`src/shared/bpt_pkg.sv`:
```
package bpt_pkg;
	// datapath geometry
	localparam int BPT_DW = 16;
	localparam int BPT_BYTES = 2;
	localparam int BPT_BYTE_W = 8;
	// register byte addresses
	localparam logic [7:0] BPT_CTRL_ADDR = 8'h00;
	localparam logic [7:0] BPT_STAT_ADDR = 8'h04;
	localparam logic [7:0] BPT_MASK_ADDR = 8'h08;
	localparam logic [7:0] BPT_LIVE_ADDR = 8'h0C;
	// per-direction staging modes
	localparam logic [1:0] BPT_MODE_BUF = 2'h0;
	localparam logic [1:0] BPT_MODE_LATCH = 2'h1;
	localparam logic [1:0] BPT_MODE_REG = 2'h2;
	// status and mask bit positions
	localparam int BPT_EV_AB = 0;
	localparam int BPT_EV_BA = 1;
	localparam int BPT_EV_W = 2;
	// control register, low bits of the word
	typedef struct packed {
		logic en_ba;
		logic en_ab;
		logic le_ba;
		logic le_ab;
		logic [1:0] mode_ba;
		logic [1:0] mode_ab;
		logic odd_sense;
		logic check_sel;
	} bpt_ctrl_t;
	localparam int BPT_CTRL_W = 10;
	localparam bpt_ctrl_t BPT_CTRL_RST = '{default: 1'b0, check_sel: 1'b1};
	// one direction: data plus one parity bit per byte
	typedef struct packed {
		logic [BPT_BYTES-1:0] par;
		logic [BPT_DW-1:0] data;
	} bpt_word_t;
	// whole module state
	typedef struct packed {
		bpt_ctrl_t ctrl;
		logic [BPT_EV_W-1:0] stat;
		logic [BPT_EV_W-1:0] mask;
		bpt_word_t hold_ab;
		bpt_word_t hold_ba;
		logic [31:0] prdata;
		logic pslverr;
	} bpt_state_t;
endpackage : bpt_pkg

```
`src/core/bpt_core.sv`:
```
`timescale 1ns/1ps
module bpt_core
	import bpt_pkg::*;
#(
	parameter int DATA_W = BPT_DW
) (
	// clock and reset
	input wire logic clk_i,
	input wire logic rstn_i,
	// apb slave
	input wire logic psel_i,
	input wire logic penable_i,
	input wire logic pwrite_i,
	input wire logic [7:0] paddr_i,
	input wire logic [31:0] pwdata_i,
	output logic [31:0] prdata_o,
	output logic pready_o,
	output logic pslverr_o,
	// interrupt
	output logic irq_o,
	// a port data pins
	input wire logic [DATA_W-1:0] a_data_i,
	output logic [DATA_W-1:0] a_data_o,
	output logic a_data_oe_n_o,
	// a port parity pins
	input wire logic a_port_parity_bit_low_byte_i,
	output logic a_port_parity_bit_low_byte_o,
	output logic a_port_parity_bit_low_byte_oe_n_o,
	input wire logic a_port_parity_bit_high_byte_i,
	output logic a_port_parity_bit_high_byte_o,
	output logic a_port_parity_bit_high_byte_oe_n_o,
	// b port, parity in the two top bits
	input wire logic [DATA_W+1:0] b_port_i,
	output logic [DATA_W+1:0] b_port_o,
	output logic b_port_oe_n_o,
	// open-drain parity fault flags
	output logic parity_fault_flag_ab_o,
	output logic parity_fault_flag_ab_oe_n_o,
	output logic parity_fault_flag_ba_o,
	output logic parity_fault_flag_ba_oe_n_o
);

	////////////////////////////////////////////////////////////////////////
	// elaboration check: the packed state is built for the fixed width
	if (DATA_W != BPT_DW) begin : g_bad_width
		$error("bpt_core: DATA_W must equal the package width");
	end

	bpt_state_t cur, nxt;
	bpt_word_t ab_in, ab_stage, ab_out;
	bpt_word_t ba_in, ba_stage;
	logic [BPT_BYTES-1:0] gen_par_ab, err_ab_byte, err_ba_byte;
	logic err_ab, err_ba, gen_mode;
	logic [BPT_EV_W-1:0] live_err;
	logic setup, access;

	////////////////////////////////////////////////////////////////////////
	// input capture and pin sensing
	assign gen_mode = ~cur.ctrl.check_sel;
	// a parity sensing is disabled in generate mode so a floating pin is
	// harmless while nothing drives it
	always_comb begin
		ab_in.data = a_data_i;
		ab_in.par[0] = gen_mode ? 1'b0 : a_port_parity_bit_low_byte_i;
		ab_in.par[1] = gen_mode ? 1'b0 : a_port_parity_bit_high_byte_i;
		ba_in = b_port_i;
	end

	// staging: buffer passes, latch is transparent while enabled,
	// register shows the word taken at the last edge
	always_comb begin
		case (cur.ctrl.mode_ab)
			BPT_MODE_LATCH: ab_stage = cur.ctrl.le_ab ? ab_in : cur.hold_ab;
			BPT_MODE_REG: ab_stage = cur.hold_ab;
			default: ab_stage = ab_in;
		endcase
		case (cur.ctrl.mode_ba)
			BPT_MODE_LATCH: ba_stage = cur.ctrl.le_ba ? ba_in : cur.hold_ba;
			BPT_MODE_REG: ba_stage = cur.hold_ba;
			default: ba_stage = ba_in;
		endcase
	end

	////////////////////////////////////////////////////////////////////////
	// per-byte parity trees on the staged words
	for (genvar i = 0; i < BPT_BYTES; i++) begin : g_byte
		logic [BPT_BYTE_W-1:0] ab_byte, ba_byte;
		assign ab_byte = ab_stage.data[i*BPT_BYTE_W +: BPT_BYTE_W];
		assign ba_byte = ba_stage.data[i*BPT_BYTE_W +: BPT_BYTE_W];
		// odd sense makes the total count of ones odd
		assign gen_par_ab[i] = (^ab_byte) ^ cur.ctrl.odd_sense;
		assign err_ab_byte[i] =
			((^ab_byte) ^ ab_stage.par[i]) != cur.ctrl.odd_sense;
		assign err_ba_byte[i] =
			((^ba_byte) ^ ba_stage.par[i]) != cur.ctrl.odd_sense;
	end

	// errors are judged on the staged word, so they line up with its data
	assign err_ab = cur.ctrl.en_ab & ~gen_mode & (|err_ab_byte);
	assign err_ba = cur.ctrl.en_ba & (|err_ba_byte);
	assign live_err = {err_ba, err_ab};

	////////////////////////////////////////////////////////////////////////
	// port drive
	always_comb begin
		ab_out.data = ab_stage.data;
		ab_out.par = gen_mode ? gen_par_ab : ab_stage.par;
	end
	assign b_port_o = ab_out;
	assign b_port_oe_n_o = ~cur.ctrl.en_ab;
	assign a_data_o = ba_stage.data;
	assign a_data_oe_n_o = ~cur.ctrl.en_ba;
	assign a_port_parity_bit_low_byte_o = ba_stage.par[0];
	assign a_port_parity_bit_high_byte_o = ba_stage.par[1];
	assign a_port_parity_bit_low_byte_oe_n_o = ~cur.ctrl.en_ba;
	assign a_port_parity_bit_high_byte_oe_n_o = ~cur.ctrl.en_ba;

	// open drain: the level is always low, only the enable moves, so
	// several flags may share one pulled-up wire
	assign parity_fault_flag_ab_o = 1'b0;
	assign parity_fault_flag_ab_oe_n_o = ~err_ab;
	assign parity_fault_flag_ba_o = 1'b0;
	assign parity_fault_flag_ba_oe_n_o = ~err_ba;

	////////////////////////////////////////////////////////////////////////
	// apb: zero wait states, read data fetched in the setup cycle
	assign setup = psel_i & ~penable_i;
	assign access = psel_i & penable_i;
	assign pready_o = 1'b1;
	assign prdata_o = cur.prdata;
	assign pslverr_o = cur.pslverr;
	assign irq_o = |(cur.stat & cur.mask);

	// next state: holds, registers, read fetch
	always_comb begin
		logic [BPT_EV_W-1:0] clr;
		clr = '0;
		nxt = cur;
		// holds load on every edge in register mode, only while
		// open in latch mode
		if (cur.ctrl.mode_ab == BPT_MODE_REG ||
			(cur.ctrl.mode_ab == BPT_MODE_LATCH && cur.ctrl.le_ab)) begin
			nxt.hold_ab = ab_in;
		end
		if (cur.ctrl.mode_ba == BPT_MODE_REG ||
			(cur.ctrl.mode_ba == BPT_MODE_LATCH && cur.ctrl.le_ba)) begin
			nxt.hold_ba = ba_in;
		end
		if (setup) begin
			nxt.pslverr = 1'b0;
			nxt.prdata = '0;
			case (paddr_i)
				BPT_CTRL_ADDR: nxt.prdata[BPT_CTRL_W-1:0] = cur.ctrl;
				BPT_STAT_ADDR: nxt.prdata[BPT_EV_W-1:0] = cur.stat;
				BPT_MASK_ADDR: nxt.prdata[BPT_EV_W-1:0] = cur.mask;
				BPT_LIVE_ADDR: nxt.prdata[BPT_EV_W-1:0] = live_err;
				default: nxt.pslverr = 1'b1;
			endcase
		end
		if (access && pwrite_i) begin
			case (paddr_i)
				BPT_CTRL_ADDR: nxt.ctrl = bpt_ctrl_t'(pwdata_i[BPT_CTRL_W-1:0]);
				BPT_STAT_ADDR: clr = pwdata_i[BPT_EV_W-1:0];
				BPT_MASK_ADDR: nxt.mask = pwdata_i[BPT_EV_W-1:0];
				default: ;
			endcase
		end
		// a new error wins over a same-cycle write-one clear
		nxt.stat = (cur.stat & ~clr) | live_err;
	end

	// state register
	always_ff @(posedge clk_i or negedge rstn_i) begin
		if (!rstn_i) begin
			cur <= '0;
			cur.ctrl <= BPT_CTRL_RST;
		end else begin
			cur <= nxt;
		end
	end
endmodule : bpt_core

```
`config.mk`:
```
export PLATFORM = sky130hd
export DESIGN_NAME = bpt_core
export DESIGN_NICKNAME = d
export VERILOG_FILES = /design/src/shared/bpt_pkg.sv /design/src/core/bpt_core.sv
export SDC_FILE = /design/constraint.sdc
export NUM_CORES = 1
export LEC_CHECK = 0
export ABC_AREA = 1
export BUFFER_PORTS_ARGS = -buffer_cell sky130_fd_sc_hd__buf_2
export CAP_MARGIN = 0
export CORE_MARGIN = 3
export CORE_UTILIZATION = 45
export CTS_BUF_LIST = sky130_fd_sc_hd__clkbuf_16
export DETAILED_ROUTE_END_ITERATION = 16
export PLACE_DENSITY = 0.72
export SETUP_SLACK_MARGIN = 0.5
export SLEW_MARGIN = 15
export SYNTH_ARGS = -nofsm -noshare
export SYNTH_HDL_FRONTEND = slang
export SYNTH_SLANG_ARGS = --single-unit
```
`constraint.sdc`:
```
create_clock -name clk_i -period 3.22 [get_ports clk_i]
set_input_delay 0.966 -clock clk_i [delete_from_list [all_inputs] [get_ports clk_i]]
set_output_delay 0.966 -clock clk_i [all_outputs]
set_load 0.03 [all_outputs]
```
After elaboration in Yosys (flattened, before gate mapping)
Cells that the tools add are included.

Input bits: 81. Logic and storage cells: 75. Register bits after elaboration: 61.

Muxes and demuxes: 12. Bitwise gates (word level): 20. Equality and inequality tests: 11. Reduce and logical (&&, ||, !) cells: 16.

Operator list (count): $pmux 18 s2 (2); $mux 18 (2); $reduce_xor 8->1 (4); $eq 8x4->1 const B (2); $eq 8x3->1 const B (1); $logic_not 8->1 (1); $mux 8 (1); $pmux 2 s4 (1); $mux 2 (3); $reduce_or 2->1 (3); $xor 1x1->1 (6); $and 1x1->1 (5); $not 1->1 (5); $and 2x2->2 (2); $eq 2x1->1 const B (2); $eq 2x2->1 const B (2); $ne 1x1->1 (4); $reduce_and 2->1 (2); $reduce_or 4->1 (1); $logic_and 1x1->1 (3); $mux 1 (3); $logic_or 1x1->1 (2); $not 2->2 (1); $or 2x2->2 (1).

Logic depth before layout (Yosys ltp)
Word-level depth: 9. Depth in mapped cells: 23. Gate-level depth less buffers: 21.

Worst setup path after synthesis
OpenSTA, ideal clock, no wires.

Path kind: input port to output port. Start point: input port a_data_i[6]. End point: output port b_port_o[16]. Path buffers: 0. Data arrival time: 2595 ps. Cell stages on the path: 10. Slack: -341 ps. Path through: nand2_1 -> nand2_1 -> nor2_1 -> nor2_1 -> nor2_1 -> nor2_2 -> nand2_1 -> nand2_1 -> xor2_1 -> o21ai_0.

Longest elaborated chain between the ends: 5.

RTL lines: start: declaration (RTL line bpt_core.sv:22) `input wire logic [DATA_W-1:0] a_data_i,`; $mux 18 (RTL line bpt_core.sv:73) `BPT_MODE_LATCH: ab_stage = cur.ctrl.le_ab ? ab_in : cur.hold_ab;`; $pmux 18 s2 * (RTL line bpt_core.sv:72) `case (cur.ctrl.mode_ab)`; named net b_port_o[6] (RTL line bpt_core.sv:34) `output logic [DATA_W+1:0] b_port_o,`; $reduce_xor 8->1 * (RTL line bpt_core.sv:91) `assign gen_par_ab[i] = (^ab_byte) ^ cur.ctrl.odd_sense;`; $xor 1x1->1 * (RTL line bpt_core.sv:91); $mux 2 * (RTL line bpt_core.sv:107) `ab_out.par = gen_mode ? gen_par_ab : ab_stage.par;`; end: declaration (RTL line bpt_core.sv:34).

Mark *: on every way through the listed nets, which the timed path passes. The rest lies on a longest branch.

Worst setup path after layout
Start point: register cur[76] (netlist bit). End point: output port parity_fault_flag_ab_oe_n_o.

Longest elaborated chain between the ends: 8. Elaborated cells on any way between the ends: 12. Classes of those cells: eq/ne (4); mux (1); bitwise (4); reduce/logical (3).

RTL lines: start: declaration (RTL line bpt_core.sv:49) `bpt_state_t cur, nxt;`; start signal: assignment (RTL line bpt_core.sv:178) `cur <= nxt;`; $eq 2x2->1 or $eq 2x1->1 (tied branches) (RTL line bpt_core.sv:72); $pmux 18 s2 * (RTL line bpt_core.sv:72); $reduce_xor 8->1 (RTL line bpt_core.sv:93) `((^ab_byte) ^ ab_stage.par[i]) != cur.ctrl.odd_sense;`; $xor 1x1->1 (RTL line bpt_core.sv:93); $ne 1x1->1 (RTL line bpt_core.sv:93); $reduce_or 2->1 * (RTL line bpt_core.sv:99) `assign err_ab = cur.ctrl.en_ab & ~gen_mode & (|err_ab_byte);`; $and 1x1->1 * (RTL line bpt_core.sv:99); $not 1->1 * (RTL line bpt_core.sv:121) `assign parity_fault_flag_ab_oe_n_o = ~err_ab;`; end: declaration (RTL line bpt_core.sv:38) `output logic parity_fault_flag_ab_oe_n_o,`.

Mark *: on every way between the ends. The rest lies on a longest branch, timed or not.

==> qor.csv <==
stage;metric;value;unit
yosys;flops & latches, synth;61;
yosys;unique cell type count in the Yosys netlist;35;
critical_path;arrival time of the worst setup path;2.60;ns
cells_and_area;antenna cells;0;
global_route;first-pass GRT wire length;19400;um
global_route;busiest grt layer;met2;
sta;worst clock skew;0.00844;ns
placement;pre-CTS setup slack;-0.115;ns
pwr;part of the total power dissipated in sequential elements;0.357;
yosys;synthesized area per cell;7.04;um^2
yosys;Main synth FF type;dfrtp_1;
sta;Final Setup Violations;4;
pwr;worst voltage drop across the vdd grid;272;uV
cts;level count of the clock H-tree;3;
detailed_routing;Initial DRT Pass Iterations;4;
cells_and_area;Net count, final;856;
cts;clock transition at the register clock pins on the worst setup and hold paths after CTS;0.05;ns
sta;Tightest Pin Transition;1.08;ns
critical_path;Crit. End Element;output pin;
pwr;portion of total power attributed to combinational logic;0.314;
cts;Clk Latency, worst-skew pair;0.33;ns
yosys;count of warnings emitted by yosys;0;
die;die height;106;um
die;initial core utilization;0.473;
critical_path;nature of the critical path startpoint;flop;
global_route;met2 routing resource usage after global routing;0.364;
detailed_routing;DR vias/cell;4.94;
outcome;result of the run;finished, violations left;
global_route;initial antenna violation count;0;
critical_path;kind of critical path;reg2out;
critical_path;crit-path max FO;5;
outcome;violations in the final reports;negative setup slack;
global_route;met3 GRT Util;0.0447;
detailed_routing;routed len/inst;14.4;um
sta;share of the clock period used by the worst path after layout;1.11;
global_route;global routing met1 resource utilization;0.266;
pwr;leak pwr;3.37;nW
min_path;worst hold-check path type;reg2reg;
die;Std-Cell Rows;35;
cts;CTS tree;done;
cts;number of buffers created by CTS;9;
placement;Port Buf Inserts;112;
yosys;synthesized instance count;633;
sta;relative max-transition margin;0.279;
sta;RSZ-0062 raised after global routing;true;
global_route;overall track demand over capacity in global routing;0.214;
die;I/O pins;160;
detailed_routing;count of unresolved DRC violations after routing;0;
sta;endpoints failing hold;0;
pwr;internal power contribution;1.87;mW
critical_path;CP Cell Sequence;ha_4, clkbuf_16, nor2_4, nand2_2, nand2_4, xnor2_1, nand2_1, nand2_1, nand2_2, nand2_2, nand2_1, nand3_1, nand2_1, nand2_2, nand2_4, buf_6;
pwr;PwrDens;430;mW/mm^2
yosys;EDFF count, synth;0;
die;width of the die;106;um
global_route;aggregate global routing overflow;0;
cells_and_area;Area Growth Syn to Fin;49.7;%
detailed_routing;DRT iter0 DRCs;158;
global_route;vias in the first global route;4171;
global_route;maximum number of pins on one net before global-route repair;39;
pwr;fraction of power spent switching nets;0.347;
cells_and_area;fillers;697;
critical_path;longest individual stage delay on the worst path;0.42;ns
die;placeable core region;0.00942;mm^2
die;die area;0.0111;mm^2
cells_and_area;fraction of layout cells with a size suffix above 1;0.481;
cts;deepest clock path buffer count;2;
sta;Slew Limit Fails;0;
sta;maximum achievable frequency;280;MHz
yosys;share of the yosys chip area belonging to registers;0.343;
detailed_routing;remaining number of nets flagged by the antenna check after routing;0;
critical_path;Worst EP required;2.25;ns
critical_path;highest-delay cell along the critical path;dfrtp_1;
cts;root buffer cell;clkbuf_16;
yosys;async set or reset register ratio after synthesis;1.00;
cells_and_area;Util after Layout;0.708;
detailed_routing;Routed Wire Length;13100;um
placement;estimated wirelength of the detail-placed design;8010;um
sta;Total Negative Setup Slacks;-1.08;ns
sta;minimum clock period;3.57;ns
pwr;total net switching power;0.994;mW
cts;CTS Sinks;61;
run;max cap viols;0;
detailed_routing;via total after detailed routing;4471;
pwr;clock group share of total power;0.328;
placement;global placement routability congestion;0.836;
sta;post-route worst setup slack;-0.349;ns
yosys;post-synth design cell area;0.00446;mm^2
==> sequential cells by signal, summed over array words and instances, names as in the netlist <==
| register | cells |
|---|---|
| pslverr_o | 1 |
| prdata_o | 10 |
| cur | 50 |
==> final timing paths <==
check / slack [ns] / cells past startpoint / start / end
worst max-delay path: -0.35 / 16 / cur[76] / parity_fault_flag_ab_oe_n_o
worst min-delay path: 0.47 / 2 / prdata_o[1] / prdata_o[1]
worst max register to register: 0.47 / 21 / cur[76] / prdata_o[0]
worst min register to register: 0.47 / 2 / prdata_o[1] / prdata_o[1]
max in group asynchronous: 1.90 / 2 / rstn_i / cur[73]
min in group asynchronous: 0.65 / 1 / rstn_i / cur[39]
==> logic make-up (layout without fill, tap and decap cells) <==
kind of cell             Yosys count  in the layout  synth area share
flip-flops                        61             61             0.343
multiplexers                       5              5            0.0126
adder cells (fa/ha/maj)            4              4            0.0112
buffers and inverters            134            249             0.160
XOR/XNOR                          22             22            0.0466
AO/OA/AOI/OAI                     63             63            0.0820
other                              2             25           0.00169
AND/OR/NAND/NOR                  342            347             0.343
==> Yosys cell counts (2+ instances only) <==
cell      number  area, um^2
ha_1           4        50.1
dfrtp_1       60        1500
nand2_2       30         188
buf_6          4        45.0
a21oi_1       12        60.1
o32ai_1        3        26.3
nor3_1         3        15.0
xor2_2         2        32.5
xnor2_1       12         105
a221oi_1       2        17.5
conb_1         2        7.51
inv_1         73         274
nand2_1      207         777
nand3_1       34         170
mux2_2         5        56.3
nor4_1         2        12.5
o21ai_0       37         185
clkbuf_1      10        37.5
buf_4         39         293
inv_2          4        15.0
xor2_1         8        70.1
nand2_4       11         124
nor2_1        50         188
o31ai_1        8        60.1
==> critical path, delay by kind of cell (launching register included) <==
kind / cells / cell delay, ns
simple gates: 12 / 0.99
flops: 1 / 0.42
fa+ha+maj: 1 / 0.39
buf+inv: 2 / 0.33
xor+xnor: 1 / 0.17
==> placed cells by master (no fill, tap or decap), types with 18 or more instances in the layout <==
cell type,n
nand2_1,135
buf_2,91
inv_1,65
nand2_2,65
dfrtp_1,60
nand2_4,40
o21ai_0,36
buf_6,27
conb_1,25
nor2_1,24
buf_4,23
nor2_2,18
nand3_1,18
==> per-stage QoR <==
stage	std cells	total power [mW]	cell area [um^2]	hold slack, ns
floorplan	656	1.57	4900	0.450
global placement	863	1.71	5420	0.460
detailed placement	863	1.75	5420	0.464
CTS	893	2.75	6160	0.477
global route	905	3.02	6670	0.499
finish	905	2.87	6670	0.472
==> layout make-up <==
| cell class | instances | area [um^2] | area share |
|---|---|---|---|
| clock inverters | 7 | 57.6 | 0.00863 |
| multi-input cells | 466 | 3220 | 0.483 |
| well taps | 129 | 161 | 0.0242 |
| clock buffers | 9 | 225 | 0.0338 |
| inverters | 79 | 318 | 0.0476 |
| repair buffers | 154 | 1160 | 0.174 |
| flip-flops and latches | 61 | 1530 | 0.229 |
==> per-layer routing <==
metal  wire, um  share of wire  up-vias
met5          0              0        -
met4        336          0.026        0
met3        733          0.056       28
met2       6610           0.51      138
met1       5390           0.41     2126
li1           -              -     2179
==> power groups by stage <==
stage	registers, mW	logic, mW	clock network, mW
after floorplan	1.01	0.557	0
after global placement	1.02	0.694	0
after detailed placement	1.03	0.719	0
after CTS	1.02	0.787	0.942
after global routing	1.05	0.991	0.978
final	1.02	0.901	0.941
==> timing repair <==
action	in CTS	in global routing
pin swaps	58	68
endpoints found under the setup margin	26	28
cloned	4	5
gates resized for setup	80	114
setup buffers	10	7
hold buffers	0	0
Power figures use the tool's default switching activity.
